==> config.mk <==
export PLATFORM = sky130hd
export DESIGN_NAME = safety_alarm_config
export DESIGN_NICKNAME = d
export VERILOG_FILES = /design/src/sync_two.v /design/src/safety_alarm_config.v
export VERILOG_INCLUDE_DIRS = /design/src
export SDC_FILE = /design/constraint.sdc
export NUM_CORES = 1
export LEC_CHECK = 0
export ABC_AREA = 0
export BUFFER_PORTS_ARGS = -buffer_cell sky130_fd_sc_hd__buf_2
export CAP_MARGIN = 20
export CORE_MARGIN = 4
export CORE_UTILIZATION = 40
export CTS_CLUSTER_SIZE = 16
export DETAILED_ROUTE_END_ITERATION = 8
export SLEW_MARGIN = 10
export SYNTH_ARGS = -nofsm -noshare
export SYNTH_HDL_FRONTEND = slang
export SYNTH_HIERARCHICAL = 1
export SYNTH_SLANG_ARGS = --single-unit
==> constraint.sdc <==
create_clock -name pclk -period 8.05 [get_ports pclk]
set_clock_uncertainty 0.15 [all_clocks]
set_input_delay 0.805 -clock pclk [delete_from_list [all_inputs] [get_ports pclk]]
set_output_delay 0.805 -clock pclk [all_outputs]
set_load 0.05 [all_outputs]
==> src/safety_map.vh <==
// Register offsets, field positions, reset values and timing for the safety config block
`ifndef SAFETY_MAP_VH
`define SAFETY_MAP_VH

`define ADDR_SAFETY_TWO 8'h00
`define ADDR_SAFETY_THREE 8'h04
`define ADDR_ALARM_MASK 8'h08
`define ADDR_MOTOR_SETUP 8'h0C
`define ADDR_CONTROL 8'h10
`define ADDR_STATUS 8'h14

`define RST_SAFETY_TWO 8'h00
`define RST_SAFETY_THREE 8'h00
`define RST_ALARM_MASK 8'h00
`define RST_MOTOR_SETUP 8'h03
`define RST_CONTROL 8'h00

// safety_setting_two
`define S2_SPECIAL_FORBID_Z 7
`define S2_SPECIAL_FORBID_X 6
`define S2_SPECIAL_FORBID_Y 5
`define S2_RESET_KEEPS_SPECIAL 4
`define S2_ESTOP_ALL_AUX 3
`define S2_RESET_KEEPS_AUX 2
`define S2_AUX_ALARM_RETRY 1
`define S2_THREAD_WAIT 0
// safety_setting_three
`define S3_DRIVE_ALARM_SPINDLE_OFF 7
`define S3_STATE_CHANGE_PROMPT 6
// alarm_debug_mask
`define M_ESTOP 7
`define M_HW_LIMIT 6
`define M_DRIVE 5
`define M_MACH_SOFT 4
`define M_TOOL_SOFT 3
`define M_CUSTOM_MOTION_OK 2
`define M_HW_LIMIT_HIGH 1
`define M_PROG254_WRITE_OK 0
// motor_drive_setup
`define MD_DIR_Z 7
`define MD_DIR_X 6
`define MD_DIR_Y 5
`define MD_DRV_POL_Z 4
`define MD_DRV_POL_X 3
`define MD_DRV_POL_Y 2
`define MD_HAS_Y 1
`define MD_HAS_X 0
// control register
`define CTL_MULTI_CMD_ORDER 0

// Auxiliary output vector positions
`define AUX_SPINDLE_FWD 0
`define AUX_SPINDLE_REV 1
`define AUX_COOLANT 2
`define AUX_LUBE 3
`define AUX_EXTRA 4
// Outputs dropped on an emergency stop when only the basic set goes off
`define AUX_ESTOP_BASIC 8'h0F
// Outputs dropped by the reset key, then the spindle pair dropped on a drive alarm
`define AUX_RESET_SET 8'h17
`define AUX_SPINDLE_SET 8'h03

`define PROG_CUSTOM_TABLE 8'hFE
`define AUX_TIMEOUT_DEFAULT 1000

`endif

==> src/sync_two.v <==
// Two-stage level synchroniser for asynchronous inputs
`timescale 1ns/10ps
module sync_two #(
	parameter W = 1
) (
	input wire pclk,
	input wire presetn,
	input wire [W-1:0] din,
	output wire [W-1:0] dout
);
	reg [W-1:0] meta_q;
	reg [W-1:0] sync_q;

	always @(posedge pclk or negedge presetn) begin
		if (!presetn) begin
			meta_q <= {W{1'b0}};
			sync_q <= {W{1'b0}};
		end else begin
			meta_q <= din;
			sync_q <= meta_q;
		end
	end

	assign dout = sync_q;
endmodule

==> src/safety_alarm_config.v <==
// Safety configuration, alarm qualification and auxiliary output control
//
// Local design decisions: register access over APB and the placing of the registers.
`timescale 1ns/10ps
`include "safety_map.vh"
module safety_alarm_config #(
	parameter AUX_TIMEOUT_CYC = `AUX_TIMEOUT_DEFAULT
) (
	input wire pclk,
	input wire presetn,
	input wire psel,
	input wire penable,
	input wire pwrite,
	input wire [7:0] paddr,
	input wire [31:0] pwdata,
	output reg [31:0] prdata,
	output reg pready,
	output reg pslverr,
	input wire estop_n_in,
	input wire hw_limit_in,
	input wire [2:0] drive_alarm_in,
	input wire mach_soft_limit_hit,
	input wire tool_soft_limit_hit,
	input wire reset_key,
	input wire cycle_start_key,
	input wire retry_key,
	input wire escape_key,
	input wire yes_key,
	input wire no_key,
	input wire halt_event,
	input wire [7:0] aux_on,
	input wire [7:0] aux_off,
	input wire chuck_clamped,
	input wire tailstock_advanced,
	input wire [2:0] special_start,
	input wire [2:0] special_done,
	input wire [2:0] axis_dir_cmd,
	input wire [2:0] move_req,
	input wire thread_req,
	input wire spindle_stable,
	input wire aux_cmd_start,
	input wire aux_confirm,
	input wire custom_motion_req,
	input wire custom_motion_is_dwell,
	input wire [7:0] prog_write_num,
	input wire prog_write_req,
	input wire block_cmd_req,
	input wire block_cmd_done,
	output reg [7:0] aux_out,
	output reg [2:0] special_run,
	output reg [2:0] motor_dir,
	output reg [2:0] move_grant,
	output reg [2:0] move_reject,
	output reg thread_go,
	output reg estop_alarm,
	output reg hw_limit_alarm,
	output reg drive_alarm,
	output reg soft_limit_alarm,
	output reg retry_prompt,
	output reg program_pause,
	output reg program_abort,
	output reg aux_cmd_ok,
	output reg state_prompt,
	output reg custom_reject,
	output reg prog_write_grant,
	output reg prog_write_deny,
	output reg block_cmd_grant
);
	localparam ST_IDLE = 3'd0;
	localparam ST_WAIT = 3'd1;
	localparam ST_PROMPT = 3'd2;
	localparam ST_RERUN = 3'd3;
	localparam ST_PAUSE = 3'd4;

	reg [7:0] safety_two_q;
	reg [7:0] safety_three_q;
	reg [7:0] alarm_mask_q;
	reg [7:0] motor_setup_q;
	reg [7:0] control_q;
	reg [2:0] fsm_q;
	reg [2:0] fsm_d;
	reg [31:0] timer_q;
	reg thread_pend_q;
	reg [3:0] snapshot_q;
	reg snap_valid_q;
	reg block_busy_q;
	reg [7:0] kill_mask;
	reg [31:0] rd_word;
	reg rd_hit;
	wire estop_hit_s;
	wire hw_limit_ns;
	wire [2:0] drive_ns;
	wire setup_ph;
	wire wr_en;
	wire timed_out;
	wire estop_act;
	wire hw_act;
	wire drive_act;
	wire soft_act;
	wire [2:0] forbid;
	wire [3:0] live_state;

	// Register index decode, shared by read and write paths
	function [2:0] reg_sel;
		input [7:0] a;
		begin
			case (a)
				`ADDR_SAFETY_TWO: reg_sel = 3'd1;
				`ADDR_SAFETY_THREE: reg_sel = 3'd2;
				`ADDR_ALARM_MASK: reg_sel = 3'd3;
				`ADDR_MOTOR_SETUP: reg_sel = 3'd4;
				`ADDR_CONTROL: reg_sel = 3'd5;
				`ADDR_STATUS: reg_sel = 3'd6;
				default: reg_sel = 3'd0;
			endcase
		end
	endfunction

	// Alarm inputs come straight from machine wiring; never act on a raw level.
	// Inverted on the way in so the cleared synchroniser reads as idle pins after reset.
	sync_two #(.W(5)) u_sync (
		.pclk(pclk),
		.presetn(presetn),
		.din({~estop_n_in, ~hw_limit_in, ~drive_alarm_in}),
		.dout({estop_hit_s, hw_limit_ns, drive_ns})
	);

	// Emergency stop uses a normally closed contact, so a low level is the alarm
	assign estop_act = ~alarm_mask_q[`M_ESTOP] & estop_hit_s;
	assign hw_act = ~alarm_mask_q[`M_HW_LIMIT] &
		(alarm_mask_q[`M_HW_LIMIT_HIGH] ? ~hw_limit_ns : hw_limit_ns);
	assign drive_act = ~alarm_mask_q[`M_DRIVE] & |(drive_ns ^ {
		motor_setup_q[`MD_DRV_POL_Z], motor_setup_q[`MD_DRV_POL_X],
		motor_setup_q[`MD_DRV_POL_Y]});
	assign soft_act = (mach_soft_limit_hit & ~alarm_mask_q[`M_MACH_SOFT]) |
		(tool_soft_limit_hit & ~alarm_mask_q[`M_TOOL_SOFT]);
	assign forbid = {safety_two_q[`S2_SPECIAL_FORBID_Z], safety_two_q[`S2_SPECIAL_FORBID_X],
		safety_two_q[`S2_SPECIAL_FORBID_Y]};
	assign live_state = {tailstock_advanced, chuck_clamped,
		aux_out[`AUX_SPINDLE_REV], aux_out[`AUX_SPINDLE_FWD]};

	assign setup_ph = psel & ~penable;
	assign wr_en = psel & penable & pready & pwrite;
	assign timed_out = (timer_q == 32'h00000000);

	// APB answers in the access cycle right after setup: no wait states
	always @* begin
		rd_hit = 1'b1;
		rd_word = 32'h00000000;
		case (reg_sel(paddr))
			3'd1: rd_word = {24'h000000, safety_two_q};
			3'd2: rd_word = {24'h000000, safety_three_q};
			3'd3: rd_word = {24'h000000, alarm_mask_q};
			3'd4: rd_word = {24'h000000, motor_setup_q};
			3'd5: rd_word = {24'h000000, control_q};
			3'd6: rd_word = {10'h000, special_run, fsm_q, snap_valid_q, state_prompt,
				block_busy_q, thread_pend_q, soft_limit_alarm, drive_alarm,
				hw_limit_alarm, estop_alarm, aux_out};
			default: rd_hit = 1'b0;
		endcase
	end

	always @(posedge pclk or negedge presetn) begin
		if (!presetn) begin
			pready <= 1'b0;
			pslverr <= 1'b0;
			prdata <= 32'h00000000;
		end else begin
			pready <= setup_ph;
			pslverr <= setup_ph & ~rd_hit;
			prdata <= (setup_ph & ~pwrite) ? rd_word : 32'h00000000;
		end
	end

	always @(posedge pclk or negedge presetn) begin
		if (!presetn) begin
			safety_two_q <= `RST_SAFETY_TWO;
			safety_three_q <= `RST_SAFETY_THREE;
			alarm_mask_q <= `RST_ALARM_MASK;
			motor_setup_q <= `RST_MOTOR_SETUP;
			control_q <= `RST_CONTROL;
		end else if (wr_en) begin
			case (reg_sel(paddr))
				3'd1: safety_two_q <= pwdata[7:0];
				3'd2: safety_three_q <= {pwdata[7:6], 6'h00};
				3'd3: alarm_mask_q <= pwdata[7:0];
				3'd4: motor_setup_q <= pwdata[7:0];
				3'd5: control_q <= {7'h00, pwdata[0]};
				default: control_q <= control_q;
			endcase
		end
	end

	// Alarms and soft limits are registered levels
	always @(posedge pclk or negedge presetn) begin
		if (!presetn) begin
			estop_alarm <= 1'b0;
			hw_limit_alarm <= 1'b0;
			drive_alarm <= 1'b0;
			soft_limit_alarm <= 1'b0;
		end else begin
			estop_alarm <= estop_act;
			hw_limit_alarm <= hw_act;
			drive_alarm <= drive_act;
			soft_limit_alarm <= soft_act;
		end
	end

	// Safety drops always win over a same-cycle switch-on request
	always @* begin
		kill_mask = 8'h00;
		if (estop_act)
			kill_mask = kill_mask | (safety_two_q[`S2_ESTOP_ALL_AUX] ?
				8'hFF : `AUX_ESTOP_BASIC);
		if (reset_key & ~safety_two_q[`S2_RESET_KEEPS_AUX])
			kill_mask = kill_mask | `AUX_RESET_SET;
		if (drive_act & safety_three_q[`S3_DRIVE_ALARM_SPINDLE_OFF])
			kill_mask = kill_mask | `AUX_SPINDLE_SET;
	end

	always @(posedge pclk or negedge presetn) begin
		if (!presetn) begin
			aux_out <= 8'h00;
		end else begin
			aux_out <= (aux_out | aux_on) & ~aux_off & ~kill_mask;
		end
	end

	// Special motion per axis
	genvar ax;
	generate
		for (ax = 0; ax < 3; ax = ax + 1) begin : g_axis
			always @(posedge pclk or negedge presetn) begin
				if (!presetn) begin
					special_run[ax] <= 1'b0;
				end else if (special_done[ax] | estop_act |
					(reset_key & ~safety_two_q[`S2_RESET_KEEPS_SPECIAL])) begin
					special_run[ax] <= 1'b0;
				end else if (special_start[ax] & ~forbid[ax]) begin
					special_run[ax] <= 1'b1;
				end
			end
		end
	endgenerate

	// Axis order in vectors is {Z, X, Y}
	always @(posedge pclk or negedge presetn) begin
		if (!presetn) begin
			motor_dir <= 3'b000;
			move_grant <= 3'b000;
			move_reject <= 3'b000;
		end else begin
			motor_dir <= axis_dir_cmd ^ {motor_setup_q[`MD_DIR_Z],
				motor_setup_q[`MD_DIR_X], motor_setup_q[`MD_DIR_Y]};
			move_grant <= move_req & {1'b1, motor_setup_q[`MD_HAS_X],
				motor_setup_q[`MD_HAS_Y]};
			move_reject <= move_req & {1'b0, ~motor_setup_q[`MD_HAS_X],
				~motor_setup_q[`MD_HAS_Y]};
		end
	end

	// A stale stable flag right after a speed change is the program's hazard
	always @(posedge pclk or negedge presetn) begin
		if (!presetn) begin
			thread_pend_q <= 1'b0;
			thread_go <= 1'b0;
		end else begin
			thread_go <= 1'b0;
			if (thread_req | thread_pend_q) begin
				if (~safety_two_q[`S2_THREAD_WAIT] | spindle_stable) begin
					thread_go <= 1'b1;
					thread_pend_q <= 1'b0;
				end else begin
					thread_pend_q <= 1'b1;
				end
			end
		end
	end

	// Tool, chuck and tailstock command supervision
	always @* begin
		fsm_d = fsm_q;
		case (fsm_q)
			ST_IDLE: begin
				if (aux_cmd_start)
					fsm_d = ST_WAIT;
			end
			ST_WAIT: begin
				if (aux_confirm)
					fsm_d = ST_IDLE;
				else if (timed_out)
					fsm_d = (safety_two_q[`S2_AUX_ALARM_RETRY] &
						~control_q[`CTL_MULTI_CMD_ORDER]) ? ST_PROMPT : ST_IDLE;
			end
			ST_PROMPT: begin
				if (escape_key)
					fsm_d = ST_IDLE;
				else if (retry_key)
					fsm_d = ST_RERUN;
			end
			ST_RERUN: begin
				if (aux_confirm)
					fsm_d = ST_PAUSE;
				else if (timed_out)
					fsm_d = ST_PROMPT;
			end
			ST_PAUSE: begin
				if (cycle_start_key | escape_key)
					fsm_d = ST_IDLE;
			end
			default: fsm_d = ST_IDLE;
		endcase
	end

	always @(posedge pclk or negedge presetn) begin
		if (!presetn) begin
			fsm_q <= ST_IDLE;
			timer_q <= 32'h00000000;
			retry_prompt <= 1'b0;
			program_pause <= 1'b0;
			program_abort <= 1'b0;
			aux_cmd_ok <= 1'b0;
		end else begin
			fsm_q <= fsm_d;
			if (fsm_d != fsm_q)
				timer_q <= AUX_TIMEOUT_CYC - 1;
			else if (!timed_out)
				timer_q <= timer_q - 32'h00000001;
			retry_prompt <= (fsm_d == ST_PROMPT);
			program_pause <= (fsm_d == ST_PROMPT) | (fsm_d == ST_PAUSE);
			program_abort <= ((fsm_q == ST_WAIT) & ~aux_confirm & timed_out &
				(fsm_d == ST_IDLE)) | (escape_key & ((fsm_q == ST_PROMPT) |
				(fsm_q == ST_PAUSE))) | (state_prompt & no_key);
			aux_cmd_ok <= ((fsm_q == ST_WAIT) & aux_confirm) |
				((fsm_q == ST_PAUSE) & cycle_start_key & ~escape_key);
		end
	end

	// Spindle, chuck and tailstock snapshot compared at cycle start
	always @(posedge pclk or negedge presetn) begin
		if (!presetn) begin
			snapshot_q <= 4'h0;
			snap_valid_q <= 1'b0;
			state_prompt <= 1'b0;
		end else begin
			// Clear first so a new mismatch in the same cycle wins
			if (state_prompt & (yes_key | no_key))
				state_prompt <= 1'b0;
			if (halt_event & safety_three_q[`S3_STATE_CHANGE_PROMPT]) begin
				snapshot_q <= live_state;
				snap_valid_q <= 1'b1;
			end else if (cycle_start_key & snap_valid_q) begin
				snap_valid_q <= 1'b0;
				if (snapshot_q != live_state)
					state_prompt <= 1'b1;
			end
		end
	end

	// Custom block contents, program 254 protection and block sequencing
	always @(posedge pclk or negedge presetn) begin
		if (!presetn) begin
			custom_reject <= 1'b0;
			prog_write_grant <= 1'b0;
			prog_write_deny <= 1'b0;
			block_busy_q <= 1'b0;
			block_cmd_grant <= 1'b0;
		end else begin
			custom_reject <= custom_motion_req & ~custom_motion_is_dwell &
				~alarm_mask_q[`M_CUSTOM_MOTION_OK];
			prog_write_deny <= prog_write_req & (prog_write_num == `PROG_CUSTOM_TABLE) &
				~alarm_mask_q[`M_PROG254_WRITE_OK];
			prog_write_grant <= prog_write_req & ((prog_write_num != `PROG_CUSTOM_TABLE) |
				alarm_mask_q[`M_PROG254_WRITE_OK]);
			block_cmd_grant <= block_cmd_req & (control_q[`CTL_MULTI_CMD_ORDER] |
				~block_busy_q | block_cmd_done);
			if (block_cmd_req & ~control_q[`CTL_MULTI_CMD_ORDER] &
				(~block_busy_q | block_cmd_done))
				block_busy_q <= 1'b1;
			else if (block_cmd_done)
				block_busy_q <= 1'b0;
		end
	end
endmodule

### After elaboration in Yosys (flattened, before gate mapping)

Cells that the tools add are included.

| cells by class | value |
|---|---|
| add/sub/neg operators | 1 |
| multiply operators | 0 |
| div/mod/pow operators | 0 |
| order comparisons | 0 |
| equality and inequality tests | 27 |
| shift operators | 0 |
| multiplexer cells | 39 |
| bitwise logic cells | 93 |
| reduce and logical (&&, ||, !) cells | 16 |

Operator list:

| cell | count |
|---|---|
| $pmux W22 S6 | 1 |
| $mux W32 | 3 |
| $and A1 B1 Y1 | 37 |
| $logic_not A32 Y1 | 1 |
| $sub A32 B1 Y32 const B | 1 |
| $mux W3 | 9 |
| $not A1 Y1 | 26 |
| $eq A3 B2 Y1 const B | 7 |
| $eq A3 B3 Y1 const B | 7 |
| $or A1 B1 Y1 | 20 |
| $mux W1 | 19 |
| $pmux W3 S6 | 1 |
| $and A8 B8 Y8 | 2 |
| $eq A8 B4 Y1 const B | 2 |
| $eq A8 B5 Y1 const B | 2 |
| $mux W8 | 2 |
| $not A8 Y8 | 2 |
| $pmux W3 S5 | 1 |
| $reduce_and A2 Y1 | 5 |
| $reduce_bool A2 Y1 | 5 |
| $eq A3 B1 Y1 const B | 3 |
| $eq A8 B3 Y1 const B | 1 |
| $eq A8 B8 Y1 const B | 1 |
| $logic_not A8 Y1 | 1 |
| 14 further kinds | 17 |

| storage, ports and cells | value |
|---|---|
| flip-flop bits (word level) | 147 |
| latch bits | 0 |
| memory bits (writable) | 0 |
| memory bits (read-only) | 0 |
| bits of input ports | 106 |
| output and inout port bits | 68 |
| logic and storage cells | 213 |
| memories kept | 0 |

### Depth between registers and ports, before layout

Gate-level depths: netlist of the first run.

| logic depth | value |
|---|---|
| word-level depth | 10 |
| depth in mapped cells | 9 |
| gate-level depth less buffers | 7 |

### Cells and area by module

Netlist of the first run, hierarchy kept.

By module, submodules not included:

| module | instances | cells an instance | area an instance (um^2) | sequential area each (um^2) |
|---|---|---|---|---|
| safety_alarm_config | 1 | 500 | 5634.2 | 3155.5 |
| sync_two | 1 | 10 | 250.2 | 250.2 |

### Worst setup path before layout of the first run

Ideal clock, no wire load.

| timing | value |
|---|---|
| path type | input -> register |
| from | input paddr[0] |
| to | register motor_setup_q[2] |
| library setup time | 125 ps |
| arrival | 2739 ps |
| required time | 7775 ps |
| setup slack | 5036 ps |
| stages on the path | 7 |
| buffers on the path | 2 |
| path through | or4_1 nor2_1 and4b_1 clkbuf_1 and2_1 clkbuf_1 mux2_2 |

| between the ends | value |
|---|---|
| longest elaborated chain between the ends | 5 |
| elaborated cells between the ends (all ways) | 10 |
| classes of those cells | eq/ne: 6; mux: 2; reduce/logical: 2 |

Ends and longest elaborated chain:

| what | line | RTL |
|---|---|---|
| start: declaration | safety_alarm_config.v:14 | `input wire [7:0] paddr,` |
| $eq A8 B5 Y1, or another cell as far along | safety_alarm_config.v:107 | `case (a)` |
| $pmux W3 S6 (*) | safety_alarm_config.v:107 |  |
| $mux W3 (*) | safety_alarm_config.v:182 | `end else if (wr_en) begin` |
| $eq A3 B3 Y1 (*) | safety_alarm_config.v:183 | `case (reg_sel(paddr))` |
| $reduce_and A2 Y1 (no source line) (*) | n/a |  |
| end signal: assignment | safety_alarm_config.v:180 | `` motor_setup_q <= `RST_MOTOR_SETUP; `` |
| end signal: assignment | safety_alarm_config.v:187 | `3'd4: motor_setup_q <= pwdata[7:0];` |
| end: declaration | safety_alarm_config.v:78 | `reg [7:0] motor_setup_q;` |

Every way passes the cells marked *; elsewhere a longest branch is shown, timed or not. The select of a mux whose other input is x is not followed.
A chain may end at the register's enable or synchronous reset.

### Worst setup path after layout of the first run

| timing | value |
|---|---|
| from | register timer_q[25] |
| to | register timer_q[1] |

| between the ends | value |
|---|---|
| longest elaborated chain between the ends | 6 |
| elaborated cells between the ends (all ways) | 9 |
| classes of those cells | eq/ne: 2; mux: 6; reduce/logical: 1 |

Ends and longest elaborated chain:

| what | line | RTL |
|---|---|---|
| start: declaration | safety_alarm_config.v:82 | `reg [31:0] timer_q;` |
| start signal: assignment | safety_alarm_config.v:326 | `timer_q <= AUX_TIMEOUT_CYC - 1;` |
| start signal: assignment | safety_alarm_config.v:328 | `timer_q <= timer_q - 32'h00000001;` |
| $logic_not A32 Y1 (*) | safety_alarm_config.v:144 | `assign timed_out = (timer_q == 32'h00000000);` |
| $mux W3, on equally long branches | safety_alarm_config.v:304, safety_alarm_config.v:291 |  |
| $mux W3, on equally long branches | safety_alarm_config.v:302, safety_alarm_config.v:289 |  |
| $pmux W3 S5 | safety_alarm_config.v:283 | `case (fsm_q)` |
| $ne A3 B3 Y1 | safety_alarm_config.v:325 | `if (fsm_d != fsm_q)` |
| $ne A2 B1 Y1 (no source line) / $mux W32 (equally long branches) | n/a |  |

Every way passes the cells marked *; elsewhere a longest branch is shown, timed or not.

==> impl_metrics.yaml, run 1 <==
grt:
  grt_pass1_wl_um: 22900
  grt.total_usage: 0.178
  use_met2: 0.290
  antenna_found_initial: 1
  grt_overflow_total: 0
  grt_pass1_vias: 4595
  gr-usage-met1: 0.222
  grt_start_max_net_pins: 87
  global_route.peak_usage_layer: "met2"
  met3_usage: 0.0594
clock_network:
  cts_buffer_depth: 2
  cts_root_buf: "clkbuf_16"
  htree_levels: 4
  ctsHoldBuffers: 0
  cts_tree: "built"
  cts_resized: 0
  cts_sinks: 136
  numCtsBuffers: 17
  cts_setup_buffers: 0
  insertion_delay_ps: 420
  clkTransAtPathRegs_ps: 60
yosys:
  async_flop_share: 1.00
  synthDistinctLibCells: 58
  synth_seq_cells: 136
  ys_seq_area_frac: 0.579
  netlist_area_um2: 5880
  synth_flop_cell: "dfrtp_1"
  yosys_warnings: 6
  synth_cells: 510
  synth_edf_count: 0
  syn_area_per_cell_um2: 11.5
cells_and_area:
  antennaDiodeCount: 0
  drive_gt1_frac: 0.335
  layout_common_cells: "buf_2 (137), dfrtp_1 (134), nor2_1 (36)"
  fill_cells: 1301
  fin_nets: 756
  area_growth_pct: 24.1
  final_common_cell: "buf_2"
pwr:
  p_leak_nw: 3.58
  power.total_mw: 1.65
  peakVddDrop_mv: 0.158
  power.density_cell_area_nw_per_um2: 226
setup_path:
  critPathArrivalTime_ps: 3730
  cp_max_fo: 16
  start_kind: "register"
  worst-setup-path-type: "register to register"
  critPathRequiredTime_ps: 8240
  worst_setup_path_end_kind: "register"
placement:
  portBuffers: 138
  dpl.hpwl_um: 10400
  gp_congestion: 0.813
  pre_cts_slack_ps: 4170
job:
  maxCapViolations: 0
timing:
  finalWorstSetupSlack_ps: 4510
  slew_violations: 0
  grt_setup_unrepaired: "false"
  fin_setup_tns_ps: 0
  period_share: 0.440
  finalSetupViolations: 0
  slew_headroom: 0.297
  min_period_ps: 3540
  fmaxAchievable_ghz: 0.282
  hold_violations: 0
  worstMarginPinSlew_ps: 1040
floorplan:
  die_y_um: 129
  die_w_um: 129
  die_area_um2: 16700
  fp.coreArea_um2: 14500
  io_pins: 174
  initial_core_util: 0.406
  rows: 44
status:
  status: "completed"
routing:
  num_vias: 4448
  drc: 0
  postRouteAntennaNets: 0
  drt-initial-drc-count: 298
  vias_per_cell: 5.26
  firstDrtPassIters: 6
  wl_um: 14300
  avgRoutedWirePerCell_um: 16.9
min_path:
  holdCritPathClass: "register to register"
==> through the flow <==
stage	cells	util	hold slack (ps)	instance area (um^2)
finish	846	0.504	197	7300
global route	846	0.504	207	7300
CTS	845	0.504	199	7290
detailed placement	813	0.461	186	6670
global placement	813	0.461	182	6670
floorplan	520	-	181	5920
==> power by group <==
group | total [mW] | internal [mW] | leakage, nW | switching [mW]
clock network | 0.804 | 0.506 | 0.296 | 0.299
registers | 0.715 | 0.701 | 1.78 | 0.0136
logic | 0.132 | 0.0410 | 1.51 | 0.0913
total | 1.65 | 1.25 | 3.58 | 0.403
==> cell usage after synthesis (2+ instances only) <==
cell       instances  area, um^2
o31ai_1           11        82.6
o21ai_0           15        75.1
buf_6              2        22.5
or4b_1             2        20.0
a31oi_1            2        12.5
a311oi_1           2        17.5
o41ai_1            2        17.5
a222oi_1           7        70.1
o2111ai_1          2        17.5
dfrtp_1          134        3350
nand3_1            8        40.0
dfstp_2            2        52.6
nor4_1             6        37.5
nand3b_1           2        15.0
clkbuf_8           2        27.5
and3_1            15        93.8
nor3b_1            3        22.5
buf_2              3        15.0
xor2_1            18         158
or3_1             11        68.8
and2_1             8        50.1
nor3_1            16        80.1
xnor2_1            6        52.6
mux2_2            34         383
nand4_1            4        25.0
inv_1             19        71.3
buf_4             11        82.6
nand2b_1           9        56.3
a21oi_1           30         150
o211ai_1           4        30.0
nor2b_1            5        31.3
or2_2              5        31.3
o22ai_1            3        18.8
nor2_1            36         135
nand2_1           26        97.6
clkbuf_1          12        45.0
or4_1             11        82.6
or4_4              2        22.5
==> final timing paths <==
path / startpoint / endpoint / slack, ps / cells after the start
setup / recovery: timer_q[25] / timer_q[1] / 4510 / 5
hold / removal: u_sync/meta_q[1] / u_sync/dout[1] / 200 / 0
setup reg to reg: timer_q[25] / timer_q[1] / 4510 / 5
hold reg to reg: u_sync/meta_q[1] / u_sync/dout[1] / 200 / 0
max in group asynchronous: presetn / snap_valid_q / 6310 / 2
min in group asynchronous: presetn / retry_prompt / 300 / 1
==> sequential cells by signal (all words and copies together), names as in the netlist, 4 cells and up <==
| register | count |
|---|---|
| alarm_mask_q | 8 |
| snapshot_q | 4 |
| motor_setup_q | 8 |
| timer_q | 32 |
| aux_out | 8 |
| prdata | 22 |
| u_sync/dout | 5 |
| u_sync/meta_q | 5 |
| safety_two_q | 8 |
==> layout make-up <==
cell class | instances | area (um^2) | area share
tap | 184 | 230 | 0.0315
clock buffer | 19 | 453 | 0.0620
timing repair buffer | 140 | 712 | 0.0975
multi-input combinational | 335 | 2260 | 0.309
sequential | 136 | 3410 | 0.466
clock inverter | 13 | 170 | 0.0233
inverter | 19 | 71.3 | 0.00977
==> per-layer routing <==
layer | vias to the layer above | part of all wire
li1 | 2095 | -
met1 | 2187 | 0.42
met2 | 140 | 0.50
met3 | 24 | 0.063
met4 | 2 | 0.021
met5 | - | 0.00084
==> critical path, stage by stage (launching register included) <==
cell and delay (ps):
dfrtp_1 440, or4_4 580, or4b_1 880, nor4_4 840, a21oi_1 400, nand2b_1 170
==> logic make-up (layout without fill, tap and decap cells) <==
| kind of cell | count (synthesis) | after routing | synth area share |
|---|---|---|---|
| buf+inv | 49 | 191 | 0.0449 |
| mux | 35 | 35 | 0.0668 |
| flops | 136 | 136 | 0.579 |
| fa+ha+maj | 1 | 1 | 0.00213 |
| simple gates | 176 | 176 | 0.171 |
| other cells | 1 | 11 | 0.000637 |
| compound gates | 88 | 88 | 0.100 |
| xor+xnor | 24 | 24 | 0.0357 |
(Power assumes the default switching activity.)
==> inputs of run 2 (changes only) <==
ABC_AREA = 1   (was 0)
clock period = 3.35 ns   (was 8.05 ns; I/O delays follow)
==> impl_metrics.yaml, run 2 <==
placement:
  dp_cells: 1000
  gp_congestion: 0.877
  dpl.hpwl_um: 12100
  portBuffers: 138
  placed_area_um2: 6920
  pre_cts_slack_ps: 726
clock_network:
  cts_sinks: 136
  cts_buffer_depth: 2
  clkTransAtPathRegs_ps: 60
  insertion_delay_ps: 420
  htree_levels: 4
  cts_root_buf: "clkbuf_16"
  numCtsBuffers: 17
  cts_tree: "built"
yosys:
  synthDistinctLibCells: 40
  netlist_top_cells_count: "nand2_1 (137), dfrtp_1 (134), nor2_1 (113)"
  async_flop_share: 1.00
  syn_area_per_cell_um2: 8.84
  synth_flop_cell: "dfrtp_1"
  synth_cells: 685
  yosys_warnings: 6
  yosysMostFrequentCell: "nand2_1"
  yosys.area.top_type_share: 0.554
  yosysTopAreaCell: "dfrtp_1"
  synth_seq_cells: 136
  ys_seq_area_frac: 0.563
  synth_edf_count: 0
  netlist_area_um2: 6050
  synthTopCellsByArea: "dfrtp_1 (55%), nand2_1 (8.5%), nor2_1 (7.0%)"
cells_and_area:
  largest_reg_flops: 32
  drive_gt1_frac: 0.220
  fin_util: 0.535
  area_growth_pct: 29.8
  regMostFlops: "timer_q"
  layout_common_cells: "nand2_1 (137), buf_2 (137), dfrtp_1 (134)"
  top_regs: "timer_q x32, prdata x22"
  final_cell_area_um2: 7860
  fill_cells: 1368
  seqCellArea_um2: 3410
  fin_nets: 974
  multi_input_area_um2: 2260
  instances_no_fill: 1062
  antennaDiodeCount: 0
job:
  maxCapViolations: 0
timing:
  grt_setup_unrepaired: "false"
  min_period_ps: 2680
  whs_ps: 24.3
  hold_violations: 0
  finalSetupViolations: 0
  slew_headroom: 0.465
  period_share: 0.799
  slew_violations: 0
  finalWorstSetupSlack_ps: 672
  fin_setup_tns_ps: 0
  fmaxAchievable_ghz: 0.373
  worstMarginPinSlew_ps: 802
setup_path:
  cp_max_fo: 15
  critPathRequiredTime_ps: 3500
  worst_setup_path_end_kind: "register"
  start_kind: "register"
  worst-setup-path-type: "register to register"
  critPathArrivalTime_ps: 2820
routing:
  vias_per_cell: 4.92
  num_vias: 5220
  drt-initial-drc-count: 341
  avgRoutedWirePerCell_um: 15.4
  drc: 0
  firstDrtPassIters: 4
  wl_um: 16300
  postRouteAntennaNets: 0
floorplan:
  io_pins: 174
  rows: 44
  fp.coreArea_um2: 14700
  initial_core_util: 0.412
  die_area_um2: 17200
  die_w_um: 131
  die_y_um: 131
grt:
  grt_pass1_vias: 5410
  grt.total_usage: 0.202
  grt_overflow_total: 0
  grt_pass1_wl_um: 26600
  antenna_found_initial: 0
  grt_start_max_net_pins: 85
pwr:
  power.total_mw: 4.05
  peakVddDrop_mv: 0.346
  power.density_cell_area_nw_per_um2: 516
  p_leak_nw: 3.97
min_path:
  holdCritPathClass: "input port to register"
status:
  status: "completed"
-- run 2: changes by cell type after synthesis, sizes merged, moves of 14 or more --
cell	previous run	this run
a21oi	31	9
and3	15	1
inv	19	77
mux2	34	3
nand2	26	140
nand3	8	24
nor2	36	121
nor3	16	37
o21ai	15	37
-- run 2: critical path: stages (launching register included) --
cell and delay, ps:
dfrtp_1 380, inv_1 80, ha_1 250, nand2_2 130
nor2_4 190, nand2_2 90, nor2_4 270, inv_2 130
nand2_1 120, o31ai_2 110, nand3_2 270, buf_4 290
nor3_1 70
-- run 2: report_power, final --
group	internal (mW)	switching [mW]	total, mW
combinational	0.129	0.251	0.381
clock	1.26	0.698	1.96
sequential	1.68	0.0294	1.71
-- run 2: layer usage --
layer  GRT usage  vias up  wire, um
met1       0.259     2483      7030
met4      0.0817        0       382
met3      0.0573       30      1020
li1            -     2533         -
met2       0.323      174      7910
met5           0        -         0
-- run 2: final timing paths --
| kind | start | end | slack, ps | depth (start not counted) |
|---|---|---|---|---|
| max reg2reg | timer_q[0] | timer_q[21] | 670 | 12 |
| max | timer_q[0] | timer_q[21] | 670 | 12 |
| min | psel | pslverr | 20 | 3 |
| min reg2reg | u_sync/meta_q[1] | u_sync/dout[1] | 200 | 0 |
| max in group asynchronous | presetn | block_cmd_grant | 1840 | 3 |
| min in group asynchronous | presetn | prdata[21] | 380 | 2 |
-- run 2: cells by family after synthesis --
family / Yosys count / synth area share
AND/OR/NAND/NOR: 345 / 0.246
flip-flops: 136 / 0.563
buffers and inverters: 98 / 0.0705
AO/OA/AOI/OAI: 68 / 0.0649
XOR/XNOR: 33 / 0.0478
multiplexers: 3 / 0.00558
adder cells (fa/ha/maj): 1 / 0.00207
other: 1 / 0.000620
-- run 2: what timing repair did --
| action | in CTS | in global routing |
|---|---|---|
| resized for setup | 0 | 0 |
| buffers inserted | 0 | 0 |
| hold buffers | 32 | 0 |
| endpoints found under the hold margin | 116 | 0 |
-- run 2: area by class of cell --
cell class	instances	share of cell area
clock inverter	11	0.0220
clock buffer	19	0.0564
multi-input combinational	461	0.287
tap	184	0.0293
inverter	77	0.0368
sequential	136	0.433
timing repair buffer	174	0.135
==> inputs of run 3 (changes only) <==
clock period = 2.5 ns   (was 3.35 ns; I/O delays follow)
==> impl_metrics.yaml, run 3 (synthesized netlist as in run 2, its figures left out) <==
setup_path:
  crit_slowest_cell: "dfrtp_1"
  worst-setup-path-type: "register to register"
  critPathRequiredTime_ps: 2670
  start_kind: "register"
  critPathArrivalTime_ps: 2470
  critical_path.cell_chain: "inv_1 -> ha_1 -> nand2_2 -> nor2_4 -> nand2_2 -> o21ai_2 -> nand3_1 -> nand3_2 -> nand3_4 -> buf_4 -> nor3_1"
  cpMostUsedCell: "nand2_2"
  slowest_delay_ps: 380
  worst_setup_path_end_kind: "register"
  cp_max_fo: 10
  cp_num_buf_inv: 2
  critPathTopFamily: "simple AND/OR/NAND/NOR gates"
floorplan:
  die_w_um: 131
  die_y_um: 131
  initial_core_util: 0.412
  rows: 44
  io_pins: 174
  fp.coreArea_um2: 14700
  die_area_um2: 17200
job:
  maxCapViolations: 0
grt:
  grt_overflow_total: 0
  grt_pass1_vias: 5575
  grt_start_max_net_pins: 54
  antenna_found_initial: 0
  grt.total_usage: 0.205
  grt_pass1_wl_um: 27200
timing:
  min_period_ps: 2300
  hold_violations: 0
  period_share: 0.920
  slew_violations: 0
  fmaxAchievable_ghz: 0.435
  worstMarginPinSlew_ps: 539
  fin_setup_tns_ps: 0
  slew_headroom: 0.640
  finalSetupViolations: 0
  grt_setup_unrepaired: "false"
routing:
  firstDrtPassIters: 5
  num_vias: 5350
  postRouteAntennaNets: 0
  drt-initial-drc-count: 419
  drc: 0
  avgRoutedWirePerCell_um: 15.0
  vias_per_cell: 4.83
  wl_um: 16700
cells_and_area:
  fin_nets: 1017
  drive_gt1_frac: 0.225
  top_regs: "timer_q x32, prdata x22"
  layout_common_cells: "nand2_1 (137), buf_2 (137), dfrtp_1 (134)"
  largest_reg_flops: 32
  area_growth_pct: 36.7
  regMostFlops: "timer_q"
  fin_util: 0.563
  fill_cells: 1293
  antennaDiodeCount: 0
clock_network:
  clkTransAtPathRegs_ps: 60
  htree_levels: 4
  numCtsBuffers: 17
  cts_setup_buffers: 0
  cts_tree: "built"
  cts_sinks: 136
  insertion_delay_ps: 410
  cts_buffer_depth: 2
  cts_root_buf: "clkbuf_16"
status:
  status: "completed"
placement:
  gp_congestion: 0.900
  dpl.hpwl_um: 12200
  portBuffers: 138
pwr:
  power.density_cell_area_nw_per_um2: 659
  peakVddDrop_mv: 0.540
  p_leak_nw: 4.20
min_path:
  holdCritPathClass: "input port to register"
-- run 3: changes by cell type in the layout (fill, tap and decap cells not counted), moves of 2 or more --
cell,previous run,this run
dlygate4sd3_1,32,64
clkinv_4,0,3
buf_4,3,14
clkinvlp_4,4,2
inv_6,2,5
-- run 3: worst reg2reg max path, delay by kind of cell, from the launching register on --
family | cells | cell delay, ps
adder cells (fa/ha/maj) | 1 | 190
AND/OR/NAND/NOR | 7 | 990
AO/OA/AOI/OAI | 1 | 180
buffers and inverters | 2 | 300
flip-flops | 1 | 380
-- run 3: routing by layer --
layer  vias up  share of wire  global-route usage
met4         0          0.017              0.0702
li1       2619              -                   -
met5         -              0                   0
met3        20          0.052              0.0500
met2       159           0.50               0.353
met1      2552           0.43               0.253
-- run 3: timing repair --
item / in CTS / in global routing
hold buffers: 64 / 0
setup endpoints to repair: 0 / 22
hold endpoints to repair: 104 / 0
gates resized for setup: 0 / 2
-- run 3: path summary, 6_finish.rpt --
| kind | from | endpoint | slack (ps) | depth (start not counted) |
|---|---|---|---|---|
| max in group asynchronous | presetn | motor_setup_q[0] | 1260 | 3 |
| setup reg to reg | timer_q[0] | timer_q[31] | 200 | 11 |
| hold / removal | special_start[2] | special_run[2] | 30 | 3 |
| setup / recovery | timer_q[0] | timer_q[31] | 200 | 11 |
| min in group asynchronous | presetn | prdata[19] | 220 | 2 |
| hold reg to reg | u_sync/meta_q[0] | u_sync/dout[0] | 200 | 0 |
-- run 3: power by group --
group | switching [mW] | internal, mW
clock | 1.00 | 1.59
combinational | 0.345 | 0.214
sequential | 0.0423 | 2.26
total | 1.39 | 4.06
-- run 3: layout make-up --
class	instances	area, um^2	share of cell area
flip-flops and latches	136	3410	0.412
well taps	184	230	0.0278
repair buffers	217	1460	0.177
multi-input cells	461	2270	0.274
clock inverters	15	191	0.0231
clock buffers	17	425	0.0514
inverters	77	289	0.0349
-- run 3: through the flow --
stage | setup WS, ps | cells | power [mW] | hold slack (ps) | instance area [um^2]
final | 200 | 1107 | 5.46 | 28.6 | 8270
after global routing | 11.2 | 1107 | 5.67 | 33.2 | 8270
after CTS | 72.4 | 1107 | 5.51 | 1.70 | 8260
after detailed placement | 84.6 | 1011 | 2.82 | 95.9 | 7000
after global placement | 238 | 1011 | 2.81 | 95.2 | 7000
after floorplan | 418 | 695 | 2.63 | -196 | 6090
